### src/design/sids_defines.svh
`ifndef SIDS_DEFINES_SVH
`define SIDS_DEFINES_SVH

// Signal polarity codes
`define SIDS_POL_LOW        2'h0
`define SIDS_POL_HIGH       2'h1
`define SIDS_POL_FALL       2'h2
`define SIDS_POL_RISE       2'h3

// Signal type codes
`define SIDS_TYPE_SWITCH    2'h0
`define SIDS_TYPE_3V3       2'h1
`define SIDS_TYPE_5V        2'h2

// Configuration values that enable single-key preset speed operation
`define SIDS_IN_TYPE_PROG   8'h04
`define SIDS_CTRL_PRESET    8'h05
`define SIDS_METHOD_SINGLE  8'h01

// Working mode codes
`define SIDS_MODE_DUTY      2'h0
`define SIDS_MODE_TORQUE    2'h1
`define SIDS_MODE_SPEED     2'h2
`define SIDS_MODE_POSITION  2'h3

// Timing
`define SIDS_CLK_NS         40
`define SIDS_TICK_NS        1000
`define SIDS_DEBOUNCE_US    10000
// Cycles after reset before the steppers may act
`define SIDS_WARM_CYCLES    3'h4

// Reset values
`define SIDS_IDLE_LEVEL     1'b1

`endif

### src/design/sids_pkg.sv
package sids_pkg;

    typedef enum logic [1:0] {
        SIDS_CMD_STOP = 2'b00,
        SIDS_CMD_FWD  = 2'b01,
        SIDS_CMD_REV  = 2'b10
    } sids_cmd_type;

    // Four-step cycle: first direction, stop, other direction, stop
    typedef enum logic [1:0] {
        SIDS_STEP_RUN_A  = 2'b00,
        SIDS_STEP_STOP_A = 2'b01,
        SIDS_STEP_RUN_B  = 2'b10,
        SIDS_STEP_STOP_B = 2'b11
    } sids_step_type;

endpackage : sids_pkg

### src/design/sids_debounce.sv
`include "sids_defines.svh"

module sids_debounce #(
    parameter int TICKS = `SIDS_DEBOUNCE_US
) (
    input  wire logic clk,
    input  wire logic rst_n,
    input  wire logic raw,
    input  wire logic tick,
    input  wire logic bypass,
    output logic      stable
);
    import sids_pkg::*;

    localparam int CW = $clog2(TICKS + 1);

    generate
        if (TICKS < 1) begin : g_bad_ticks
            $error("sids_debounce: TICKS must be at least 1");
        end
    endgenerate

    logic          sync1_reg;
    logic          sync2_reg;
    logic          stable_reg;
    logic [CW-1:0] cnt_reg;

    wire differs  = sync2_reg != stable_reg;
    wire cnt_done = cnt_reg == CW'(TICKS - 1);

    always_ff @(posedge clk or negedge rst_n) begin
        if (!rst_n) begin
            sync1_reg <= `SIDS_IDLE_LEVEL;
            sync2_reg <= `SIDS_IDLE_LEVEL;
        end else begin
            sync1_reg <= raw;
            sync2_reg <= sync1_reg;
        end
    end

    // Logic-level sources skip the filter; contacts must hold for the full window
    always_ff @(posedge clk or negedge rst_n) begin
        if (!rst_n) begin
            stable_reg <= `SIDS_IDLE_LEVEL;
            cnt_reg    <= '0;
        end else if (bypass || !differs) begin
            stable_reg <= sync2_reg;
            cnt_reg    <= '0;
        end else if (tick) begin
            if (cnt_done) begin
                stable_reg <= sync2_reg;
                cnt_reg    <= '0;
            end else begin
                cnt_reg <= cnt_reg + CW'(1);
            end
        end
    end

    assign stable = stable_reg;

    property p_filter_holds;
        @(posedge clk) disable iff (!rst_n)
        (!bypass && differs && !tick) |=> $stable(stable_reg);
    endproperty
    a_filter_holds: assert property (p_filter_holds)
        else $error("debounced level moved without a tick");

    property p_bypass_follows;
        @(posedge clk) disable iff (!rst_n)
        (bypass && differs) |=> (stable_reg == $past(sync2_reg));
    endproperty
    a_bypass_follows: assert property (p_bypass_follows)
        else $error("logic-level input not passed straight through");

endmodule : sids_debounce

### src/design/sids_sequencer.sv
// Functional notes
// - Control input sense comes from the polarity setting; low-level is one choice.
// - Low-level: first input cycles forward, stop, reverse, stop on its levels.
// - Low-level: second input cycles reverse, stop, forward, stop on its levels.
// - Falling-edge: each press-release of first input steps forward, stop, reverse, stop.
// - Falling-edge: each press-release of second input steps reverse, stop, forward, stop.
// - Edge modes latch the commanded state until the next qualifying edge.
// - High-level: first input cycles likewise with inverted sense.
// - Active halt input forces an immediate stop in every polarity mode.
// - Status line shows fault, or completion in position mode.
// - Signal type selects contact or logic-level handling, combined with polarity.
// - Polarity codes: 0 low, 1 high, 2 falling edge, 3 rising edge.
// - Active only for built-in program, preset speed and single contact settings.
`include "sids_defines.svh"

module sids_sequencer #(
    parameter int DEBOUNCE_US = `SIDS_DEBOUNCE_US
) (
    input  wire logic       clk,
    input  wire logic       rst_n,
    input  wire logic       direction_input_one,
    input  wire logic       direction_input_two,
    input  wire logic       halt_input,
    input  wire logic [1:0] signal_polarity,
    input  wire logic [1:0] signal_type,
    input  wire logic [7:0] port_input_type,
    input  wire logic [7:0] port_control_type,
    input  wire logic [7:0] control_method,
    input  wire logic [1:0] working_mode,
    input  wire logic       drive_fault,
    input  wire logic       position_done,
    output logic            run_forward,
    output logic            run_reverse,
    output logic            emergency_stop,
    output logic            fault_or_done_output,
    output logic            single_key_active
);
    import sids_pkg::*;

    // One debounce tick per microsecond
    localparam int TICK_CYCLES = (`SIDS_TICK_NS + `SIDS_CLK_NS - 1) / `SIDS_CLK_NS;
    localparam int TICK_W      = $clog2(TICK_CYCLES);

    generate
        if (DEBOUNCE_US < 1) begin : g_bad_debounce
            $error("sids_sequencer: DEBOUNCE_US must be at least 1");
        end
        if (TICK_CYCLES < 2) begin : g_bad_tick
            $error("sids_sequencer: tick divider needs at least two cycles");
        end
    endgenerate

    logic [TICK_W-1:0] tick_cnt_reg;
    logic              tick_reg;
    logic              deb_one;
    logic              deb_two;
    logic              deb_halt;
    sids_step_type     step_one;
    sids_step_type     step_two;
    logic              adv_one;
    logic              adv_two;
    logic              last_two_reg;
    logic              run_forward_reg;
    logic              run_reverse_reg;
    logic              emergency_stop_reg;
    logic              fault_or_done_reg;
    logic              single_key_reg;
    logic [2:0]        warm_cnt_reg;

    // Tick divider

    wire tick_wrap = tick_cnt_reg == TICK_W'(TICK_CYCLES - 1);

    always_ff @(posedge clk or negedge rst_n) begin
        if (!rst_n) begin
            tick_cnt_reg <= '0;
            tick_reg     <= 1'b0;
        end else begin
            tick_cnt_reg <= tick_wrap ? '0 : tick_cnt_reg + TICK_W'(1);
            tick_reg     <= tick_wrap;
        end
    end

    // Start-up guard

    // The conditioned inputs reset high, which reads as pressed in active-high modes.
    // Filters stay transparent until the sync chain carries the pin, and the steppers
    // stay cleared one cycle more so that the reset level never counts as an edge.
    wire warm        = warm_cnt_reg == `SIDS_WARM_CYCLES;
    wire warm_bypass = warm_cnt_reg < (`SIDS_WARM_CYCLES - 3'h1);

    always_ff @(posedge clk or negedge rst_n) begin
        if (!rst_n) begin
            warm_cnt_reg <= '0;
        end else if (!warm) begin
            warm_cnt_reg <= warm_cnt_reg + 3'h1;
        end
    end

    // Input conditioning

    wire logic_level = signal_type != `SIDS_TYPE_SWITCH;
    // Contacts that bounce at power-up are taken as they stand until one cycle before the guard ends
    wire filter_off  = logic_level || warm_bypass;

    sids_debounce #(
        .TICKS (DEBOUNCE_US)
    ) u_deb_one (
        .clk    (clk),
        .rst_n  (rst_n),
        .raw    (direction_input_one),
        .tick   (tick_reg),
        .bypass (filter_off),
        .stable (deb_one)
    );

    sids_debounce #(
        .TICKS (DEBOUNCE_US)
    ) u_deb_two (
        .clk    (clk),
        .rst_n  (rst_n),
        .raw    (direction_input_two),
        .tick   (tick_reg),
        .bypass (filter_off),
        .stable (deb_two)
    );

    sids_debounce #(
        .TICKS (DEBOUNCE_US)
    ) u_deb_halt (
        .clk    (clk),
        .rst_n  (rst_n),
        .raw    (halt_input),
        .tick   (tick_reg),
        .bypass (filter_off),
        .stable (deb_halt)
    );

    // Polarity decode

    wire active_high = (signal_polarity == `SIDS_POL_HIGH)
                    || (signal_polarity == `SIDS_POL_RISE);
    wire edge_mode   = (signal_polarity == `SIDS_POL_FALL)
                    || (signal_polarity == `SIDS_POL_RISE);

    // Pressed means the input sits at its active level
    wire pressed_one = active_high ? deb_one : !deb_one;
    wire pressed_two = active_high ? deb_two : !deb_two;
    // Halt acts on its level even in edge modes so a held button keeps the motor stopped
    wire halt_act    = active_high ? deb_halt : !deb_halt;

    wire seq_enable  = (port_input_type == `SIDS_IN_TYPE_PROG)
                    && (port_control_type == `SIDS_CTRL_PRESET)
                    && (control_method == `SIDS_METHOD_SINGLE);

    // Halt also rewinds both cycles so the next press starts fresh
    wire step_clear  = halt_act || !seq_enable || !warm;

    sids_stepper u_step_one (
        .clk        (clk),
        .rst_n      (rst_n),
        .pressed    (pressed_one),
        .level_mode (!edge_mode),
        .clear      (step_clear),
        .step       (step_one),
        .advanced   (adv_one)
    );

    sids_stepper u_step_two (
        .clk        (clk),
        .rst_n      (rst_n),
        .pressed    (pressed_two),
        .level_mode (!edge_mode),
        .clear      (step_clear),
        .step       (step_two),
        .advanced   (adv_two)
    );

    // Command selection: the input that stepped last owns the motor; input one wins when both step in the same cycle

    wire select_two = adv_one ? 1'b0 : (adv_two ? 1'b1 : last_two_reg);

    wire sids_cmd_type cmd_one =
        (step_one == SIDS_STEP_RUN_A) ? SIDS_CMD_FWD :
        (step_one == SIDS_STEP_RUN_B) ? SIDS_CMD_REV : SIDS_CMD_STOP;
    wire sids_cmd_type cmd_two =
        (step_two == SIDS_STEP_RUN_A) ? SIDS_CMD_REV :
        (step_two == SIDS_STEP_RUN_B) ? SIDS_CMD_FWD : SIDS_CMD_STOP;
    wire sids_cmd_type cmd     = select_two ? cmd_two : cmd_one;

    wire fod_next = (working_mode == `SIDS_MODE_POSITION) ? position_done : drive_fault;

    always_ff @(posedge clk or negedge rst_n) begin
        if (!rst_n) begin
            last_two_reg       <= 1'b0;
            run_forward_reg    <= 1'b0;
            run_reverse_reg    <= 1'b0;
            emergency_stop_reg <= 1'b0;
            fault_or_done_reg  <= 1'b0;
            single_key_reg     <= 1'b0;
        end else begin
            last_two_reg       <= !step_clear && select_two;
            run_forward_reg    <= !step_clear && (cmd == SIDS_CMD_FWD);
            run_reverse_reg    <= !step_clear && (cmd == SIDS_CMD_REV);
            emergency_stop_reg <= halt_act;
            fault_or_done_reg  <= fod_next;
            single_key_reg     <= seq_enable;
        end
    end

    assign run_forward          = run_forward_reg;
    assign run_reverse          = run_reverse_reg;
    assign emergency_stop       = emergency_stop_reg;
    assign fault_or_done_output = fault_or_done_reg;
    assign single_key_active    = single_key_reg;

    // Checks

    property p_halt_stops;
        @(posedge clk) disable iff (!rst_n)
        halt_act |=> !run_forward_reg && !run_reverse_reg && emergency_stop_reg;
    endproperty
    a_halt_stops: assert property (p_halt_stops)
        else $error("motor still commanded while halt active");

    property p_status_select;
        @(posedge clk) disable iff (!rst_n)
        (working_mode == `SIDS_MODE_POSITION) |=> fault_or_done_reg == $past(position_done);
    endproperty
    a_status_select: assert property (p_status_select)
        else $error("status line does not show completion in position mode");

    property p_disabled_idle;
        @(posedge clk) disable iff (!rst_n)
        !seq_enable |=> !run_forward_reg && !run_reverse_reg && !single_key_reg;
    endproperty
    a_disabled_idle: assert property (p_disabled_idle)
        else $error("motor commanded while single-key operation is off");

    property p_edge_one_fwd;
        @(posedge clk) disable iff (!rst_n)
        (edge_mode && $fell(pressed_one) && step_one == SIDS_STEP_STOP_B && !step_clear)
            ##1 !step_clear |=> run_forward_reg;
    endproperty
    a_edge_one_fwd: assert property (p_edge_one_fwd)
        else $error("completed press on input one did not start forward");

    property p_edge_two_rev;
        @(posedge clk) disable iff (!rst_n)
        (edge_mode && $fell(pressed_two) && !$fell(pressed_one)
            && step_two == SIDS_STEP_STOP_B && !step_clear)
            ##1 !step_clear |=> run_reverse_reg;
    endproperty
    a_edge_two_rev: assert property (p_edge_two_rev)
        else $error("completed press on input two did not start reverse");

    property p_level_one_rev;
        @(posedge clk) disable iff (!rst_n)
        (!edge_mode && adv_one && step_one == SIDS_STEP_RUN_B && !step_clear)
            |=> run_reverse_reg && !run_forward_reg;
    endproperty
    a_level_one_rev: assert property (p_level_one_rev)
        else $error("second active period on input one did not reverse");

    property p_level_two_rev;
        @(posedge clk) disable iff (!rst_n)
        (!edge_mode && adv_two && !adv_one && step_two == SIDS_STEP_RUN_A && !step_clear)
            |=> run_reverse_reg;
    endproperty
    a_level_two_rev: assert property (p_level_two_rev)
        else $error("first active period on input two did not reverse");

    property p_high_release_stops;
        @(posedge clk) disable iff (!rst_n)
        (signal_polarity == `SIDS_POL_HIGH && $fell(deb_one) && step_one == SIDS_STEP_RUN_A
            && !last_two_reg && !adv_two)
            ##1 !adv_two |=> !run_forward_reg && !run_reverse_reg;
    endproperty
    a_high_release_stops: assert property (p_high_release_stops)
        else $error("low level on input one did not stop the motor in high mode");

    property p_warm_quiet;
        @(posedge clk) disable iff (!rst_n)
        !warm |=> !run_forward_reg && !run_reverse_reg;
    endproperty
    a_warm_quiet: assert property (p_warm_quiet)
        else $error("motor commanded before the inputs settled after reset");

    property p_one_first_fwd;
        @(posedge clk) disable iff (!rst_n)
        (adv_one && step_one == SIDS_STEP_RUN_A && !step_clear)
            |=> run_forward_reg && !run_reverse_reg;
    endproperty
    a_one_first_fwd: assert property (p_one_first_fwd)
        else $error("first step on input one did not run forward");

    property p_two_second_fwd;
        @(posedge clk) disable iff (!rst_n)
        (adv_two && !adv_one && step_two == SIDS_STEP_RUN_B && !step_clear)
            |=> run_forward_reg && !run_reverse_reg;
    endproperty
    a_two_second_fwd: assert property (p_two_second_fwd)
        else $error("third step on input two did not run forward");

    property p_enable_flag;
        @(posedge clk) disable iff (!rst_n)
        seq_enable |=> single_key_reg;
    endproperty
    a_enable_flag: assert property (p_enable_flag)
        else $error("single-key flag low although the settings enable it");

    property p_status_fault;
        @(posedge clk) disable iff (!rst_n)
        (working_mode != `SIDS_MODE_POSITION) |=> fault_or_done_reg == $past(drive_fault);
    endproperty
    a_status_fault: assert property (p_status_fault)
        else $error("status line does not show the fault outside position mode");

endmodule : sids_sequencer

### src/design/sids_stepper.sv
module sids_stepper (
    input  wire logic              clk,
    input  wire logic              rst_n,
    input  wire logic              pressed,
    input  wire logic              level_mode,
    input  wire logic              clear,
    output sids_pkg::sids_step_type step,
    output logic                   advanced
);
    import sids_pkg::*;

    logic          prev_reg;
    logic          adv_reg;
    sids_step_type step_reg;
    sids_step_type step_next;

    wire press_edge   = pressed && !prev_reg;
    wire release_edge = !pressed && prev_reg;
    // Level modes step on both edges, edge modes only on a completed press
    wire advance      = release_edge || (level_mode && press_edge);

    always_comb begin
        unique case (step_reg)
            SIDS_STEP_RUN_A:  step_next = SIDS_STEP_STOP_A;
            SIDS_STEP_STOP_A: step_next = SIDS_STEP_RUN_B;
            SIDS_STEP_RUN_B:  step_next = SIDS_STEP_STOP_B;
            SIDS_STEP_STOP_B: step_next = SIDS_STEP_RUN_A;
        endcase
    end

    always_ff @(posedge clk or negedge rst_n) begin
        if (!rst_n) begin
            prev_reg <= 1'b0;
            step_reg <= SIDS_STEP_STOP_B;
            adv_reg  <= 1'b0;
        end else begin
            prev_reg <= pressed;
            adv_reg  <= !clear && advance;
            if (clear) begin
                step_reg <= SIDS_STEP_STOP_B;
            end else if (advance) begin
                step_reg <= step_next;
            end
        end
    end

    assign step     = step_reg;
    assign advanced = adv_reg;

    property p_level_press_runs;
        @(posedge clk) disable iff (!rst_n)
        (level_mode && !clear && press_edge && step_reg == SIDS_STEP_STOP_B)
            |=> (step_reg == SIDS_STEP_RUN_A) && adv_reg;
    endproperty
    a_level_press_runs: assert property (p_level_press_runs)
        else $error("level press from stop did not start the first direction");

    property p_edge_holds;
        @(posedge clk) disable iff (!rst_n)
        (!level_mode && !clear && !release_edge) |=> $stable(step_reg) && !adv_reg;
    endproperty
    a_edge_holds: assert property (p_edge_holds)
        else $error("edge mode step changed without a completed press");

endmodule : sids_stepper

### config.mk
export PLATFORM = sky130hd
export DESIGN_NAME = sids_sequencer
export DESIGN_NICKNAME = d
export VERILOG_FILES = /design/src/design/sids_pkg.sv /design/src/design/sids_debounce.sv /design/src/design/sids_sequencer.sv /design/src/design/sids_stepper.sv
export VERILOG_INCLUDE_DIRS = /design/src /design/src/design
export SDC_FILE = /design/constraint.sdc
export NUM_CORES = 1
export LEC_CHECK = 0
export BUFFER_PORTS_ARGS = -buffer_cell sky130_fd_sc_hd__buf_2
export CORE_UTILIZATION = 51
export DETAILED_ROUTE_END_ITERATION = 12
export PLACE_DENSITY_LB_ADDON = 0.2
export SYNTH_ARGS = -nofsm -noshare
export SYNTH_HDL_FRONTEND = slang
export SYNTH_SLANG_ARGS = --single-unit
### constraint.sdc
create_clock -name clk -period 2.9 [get_ports clk]
set_clock_uncertainty 0.15 [all_clocks]
set_input_delay 0.58 -clock clk [delete_from_list [all_inputs] [get_ports clk]]
set_output_delay 0.58 -clock clk [all_outputs]
set_load 0.03 [all_outputs]
### Yosys cells after proc, flatten, opt, wreduce, memory -nomap -nowiden

Cells that the tools add are included.
Widths: inputs -> output; s select.

* add/sub/neg operators: 5
* $mul: 0
* div/mod/pow operators: 0
* magnitude comparators: 1
* eq/ne operators: 23
* shift-type cells: 0
* muxes and demuxes: 36
* bitwise operators: 0
* reduce and logical (&&, ||, !) cells: 51

Operator list (number)
* $mux 14: 9
* $add 14x1->14 const B: 3
* $eq 14x14->1 const B: 3
* $reduce_bool 2->1: 9
* $eq 2x2->1 const B: 8
* $eq 8x3->1 const B: 2
* $mux 1: 16
* $mux 2: 8
* $pmux 2 s4: 2
* $logic_not 1->1: 14
* $logic_and 1x1->1: 13
* $logic_or 1x1->1: 10
* $eq 2x1->1 const B: 4
* $eq 8x1->1 const B: 1
* $reduce_and 2->1: 3
* $add 5x1->5 const B: 1
* $eq 5x5->1 const B: 1
* $mux 5: 1
* $logic_not 2->1: 2
* $add 3x1->3 const B: 1
* $eq 3x3->1 const B: 1
* $lt 3x2->1 const B: 1
* $ne 1x1->1: 3

* register bits: 74
* latch bits: 0
* RAM bits: 0
* ROM bits: 0
* output and inout bits: 5
* logic and storage cells: 143
* memories: 0

### Depth between registers and ports, before layout

* depth in word-level cells: 8
* gate-level depth with buffers: 6
* mapped depth without buffers: 5

### By module

Synthesis repeated with hierarchy kept, for this count alone.

* cell total of the unflattened synthesis: 368
* area, all modules: 3940.0 sq um

Modules (own cells, without submodules)
* sids_debounce: times used 3, cells an instance 90, area each 919.6 sq um, seq. area each 429.2 sq um
* sids_sequencer: times used 1, cells an instance 70, area each 843.3 sq um, seq. area each 375.4 sq um
* sids_stepper: times used 2, cells an instance 14, area each 168.9 sq um, seq. area each 102.6 sq um

### Worst setup path after synthesis

OpenSTA, ideal clock, no wires.

* path kind: register -> register
* start point: register u_deb_halt.cnt_reg[6]
* end point: register u_deb_halt.stable_reg (netlist: u_deb_halt.stable)
* setup time: 0.085 ns
* data arrival time: 1.915 ns
* setup slack: 0.751 ns
* stages on the path, launching flop included: 5
* path buffers: 0
* path through: dfrtp_1 > or4_4 > or4_4 > o21ai_2 > mux2_1

* cells in the longest elaborated chain, start to end: 3

Ends and longest elaborated chain
* from (decl): RTL line sids_debounce.sv:26 `logic [CW-1:0] cnt_reg;`
* from (signal assigned): RTL line sids_debounce.sv:54 `cnt_reg <= cnt_reg + CW'(1);`
* $eq 14x14->1: RTL line sids_debounce.sv:29 `wire cnt_done = cnt_reg == CW'(TICKS - 1);`
* $reduce_bool 2->1 (no line)
* $reduce_and 2->1 (no line)
* to (signal assigned): RTL line sids_debounce.sv:44 `` stable_reg <= `SIDS_IDLE_LEVEL; ``
* to (signal assigned): RTL line sids_debounce.sv:47 `stable_reg <= sync2_reg;`
* to (signal assigned): RTL line sids_debounce.sv:51 `stable_reg <= sync2_reg;`
* to (decl): RTL line sids_debounce.sv:25 `logic stable_reg;`

No other way between the ends.
A chain may end at the register's enable or synchronous reset.

### Worst setup path after layout

* start point: register warm_cnt_reg[2]
* end point: register u_deb_two.cnt_reg[6]

* cells in the longest elaborated chain, start to end: 4

Ends and longest elaborated chain
* from (decl): RTL line sids_sequencer.sv:68 `logic [2:0] warm_cnt_reg;`
* from (signal assigned): RTL line sids_sequencer.sv:96 `warm_cnt_reg <= warm_cnt_reg + 3'h1;`
* $lt 3x2->1 *: RTL line sids_sequencer.sv:90 `` wire warm_bypass = warm_cnt_reg < (`SIDS_WARM_CYCLES - 3'h1); ``
* $logic_or 1x1->1 *: RTL line sids_sequencer.sv:104 `wire filter_off = logic_level || warm_bypass;`
* $logic_or 1x1->1 *: RTL line sids_debounce.sv:46 `end else if (bypass || !differs) begin`
* $mux 14 / $reduce_bool 2->1 (equally long branches)
* to (signal assigned): RTL line sids_debounce.sv:54
* to (decl): RTL line sids_debounce.sv:26

Mark *: on every way between the ends. The rest lies on a longest branch, timed or not.

==> impl_metrics.csv <==
group,metric,value,unit
status,status,"completed",
power,seqPwrFrac,47.8,%
worst_setup_path,crit_family,"compound AO/OA/AOI/OAI gates",
yosys,ys_ff_latch,74,
yosys,synthesis.nets,434,
yosys,synth_common_cells,"dfrtp_1, nand2_1, a21oi_1",
placement,gp_congestion,0.8400,
yosys,synth_cell_types,56,
power,comb_power_share,5.6,%
die,start_util,52.87,%
sta,setup_viol,0,
worst_setup_path,crit_type,"flop to flop",
sta,slew-limit-headroom,37.29,%
layout,drive_above_1_share,20.23,%
worst_setup_path,arrival,2.49,ns
yosys,avgSynthCellArea,9.987,um2
power,peakVddDrop,304.1,uV
power,swShare,20.95,%
drt,vias_per_cell,5.841,
clock_tree,clkSlewWorstSetupHoldPaths,0.08,ns
power,finalPower,2.222,mW
yosys,yosys_warnings,0,
drt,wl,7691,um
yosys,synth_ff_type,"dfrtp_1",
global_route,grt_pass1_wl,13530,um
sta,fmax,0.4226,GHz
worst_setup_path,endpoint_kind,"flop",
drt,vias,3119,
power,switchingPower,0.4656,mW
placement,io_buffers,41,
global_route,grt_pass1_vias,2975,
drt,drc_errors,0,
global_route,antenna_found_initial,0,
sta,worstMarginPinSlew,0.9407,ns
worst_setup_path,start_kind,"flop",
sta,maxSlewViolCount,0,
clock_tree,cts_resized,0,
worst_hold_path,hold_path.class,"input pin to flop",
drt,dr.pass1.iters,5,
die,dieHeight,88.72,um
die,die_area,7870,um2
yosys,yosysMostFrequentCell,"dfrtp_1",
worst_setup_path,worst-path-buf-inv,1,
yosys,synth.cell_area,3835,um2
yosys,async_flop_share,100.0,%
clock_tree,postCtsSetupBuffers,0,
yosys,ys_top_cells_by_area,"dfrtp_1, dfstp_2, ha_1",
worst_setup_path,cp_common_cell,"a21oi_1",
power,p_clk_share,46.6,%
layout,synthToLayoutAreaGrowth,15.17,%
clock_tree,cts_tree,"done",
clock_tree,numCtsBuffers,9,
worst_setup_path,crit_chain,"a21oi_1 > nor4_1 > buf_4 > or4_1 > a21oi_1",
power,p_int,1.756,mW
worst_setup_path,crit_slowest_cell,"a21oi_1",
layout,num_antenna_cells,0,
die,fp.coreArea,7253,um2
yosys,synth_top_area_cell,"dfrtp_1",
flow_run,maxCapViolations,0,
die,fp.dieW,88.72,um
power,leakagePower,1.840,nW
sta,fin_setup_tns,0,ns
drt,ant_nets,0,
worst_setup_path,worstPathRequired,3.02,ns
clock_tree,cts_buffer_depth,2,
layout,final_nets,480,
die,rows,31,
yosys,yosysTopAreaCellShare,39.80,%
global_route,grt_max_degree,75,
sta,layout_min_cycle_time,2.366,ns
clock_tree,htree_levels,3,
clock_tree,root_buffer,"clkbuf_8",
yosys,synth_edf_count,0,
drt,drt_iter0_drc,172,
yosys,synth_cells,384,
clock_tree,cts_hold_buf,0,
clock_tree,cts.sinks,74,
power,p_per_area,503.1,nW/um2
placement,dp_hpwl,5307,um
worst_setup_path,path_max_fanout,12,
sta,rsz0062_at_grt,"false",
clock_tree,insertion_delay,0.35,ns
global_route,global_route.usage.total,22.24,%
drt,avgRoutedWirePerCell,14.40,um
yosys,yosysSeqAreaShare,48.71,%
layout,fill_cells,615,
worst_setup_path,critPathMaxStageDelay,0.74,ns
sta,hold_viol_final,0,
global_route,grt-ovfl-total,0,
die,io_pins,42,
sta,min_period_over_period,81.59,%
==> per-stage QoR <==
step,setup WS (ns),instance area [um2],util (%),hold WS (ns),cells
final,0.5338,4417,60.89,0.1752,534
after detailed placement,0.5389,4159,57.34,0.1972,518
after floorplan,0.7506,3835,-,0.1344,384
after CTS,0.5433,4417,60.89,0.1604,534
after global placement,0.6110,4159,57.34,0.1966,518
after global routing,0.3815,4417,60.89,0.1604,534
==> cell usage in the layout, fill, tap and decap left out, types with 13 or more instances in the layout <==
master and instances:
dfstp_2 13, or3_1 14, nor2_1 19, buf_2 40, inv_1 16, dfrtp_1 61, a21oi_1 20, ha_1 13
nand2_1 33, nand3_1 18
==> per-layer routing <==
metal,routed length [um],global-route usage (%),vias up
li1,-,-,1514
met1,3489,28.64,1493
met2,3666,36.57,100
met3,420,6.157,12
met4,115,6.891,0
met5,0,0,-
==> cell families after synthesis <==
family	count (synthesis)	share of synthesized area, %
multiplexers	8	2.219
AO/OA/AOI/OAI	79	13.44
flip-flops	74	48.71
XOR/XNOR	18	4.111
adder cells (fa/ha/maj)	13	4.242
buffers and inverters	31	3.426
AND/OR/NAND/NOR	161	23.85
==> area by class of cell <==
cell class,count,area [um2],share of cell area (%)
inverters,17,63.81,1.445
clock buffers,10,127.6,2.890
clock inverters,6,130.1,2.946
multi-input cells,279,1836,41.56
well taps,99,123.9,2.805
repair buffers,49,267.8,6.062
flip-flops and latches,74,1868,42.29
==> final timing paths <==
| check | cells past startpoint | to | startpoint | slack, ns |
|---|---|---|---|---|
| hold reg to reg | 0 | u_deb_two.sync2_reg | u_deb_two.sync1_reg | 0.21 |
| setup / recovery | 5 | u_deb_two.cnt_reg[6] | warm_cnt_reg[2] | 0.53 |
| hold / removal | 1 | u_deb_one.sync1_reg | direction_input_one | 0.18 |
| min in group asynchronous | 1 | u_deb_halt.cnt_reg[6] | rst_n | 0.20 |
| max in group asynchronous | 1 | u_deb_one.cnt_reg[7] | rst_n | 1.80 |
| setup reg to reg | 5 | u_deb_two.cnt_reg[6] | warm_cnt_reg[2] | 0.53 |
==> power by group through the flow <==
stage	logic [mW]	registers (mW)	clock network, mW
2_1_floorplan	0.0581	1.08	0
3_3_place_gp	0.124	1.08	0
3_5_place_dp	0.128	1.08	0
4_1_cts	0.127	1.06	1.05
5_1_grt	0.140	1.06	1.10
6_report	0.124	1.06	1.04
Power figures use the tool's default switching activity.
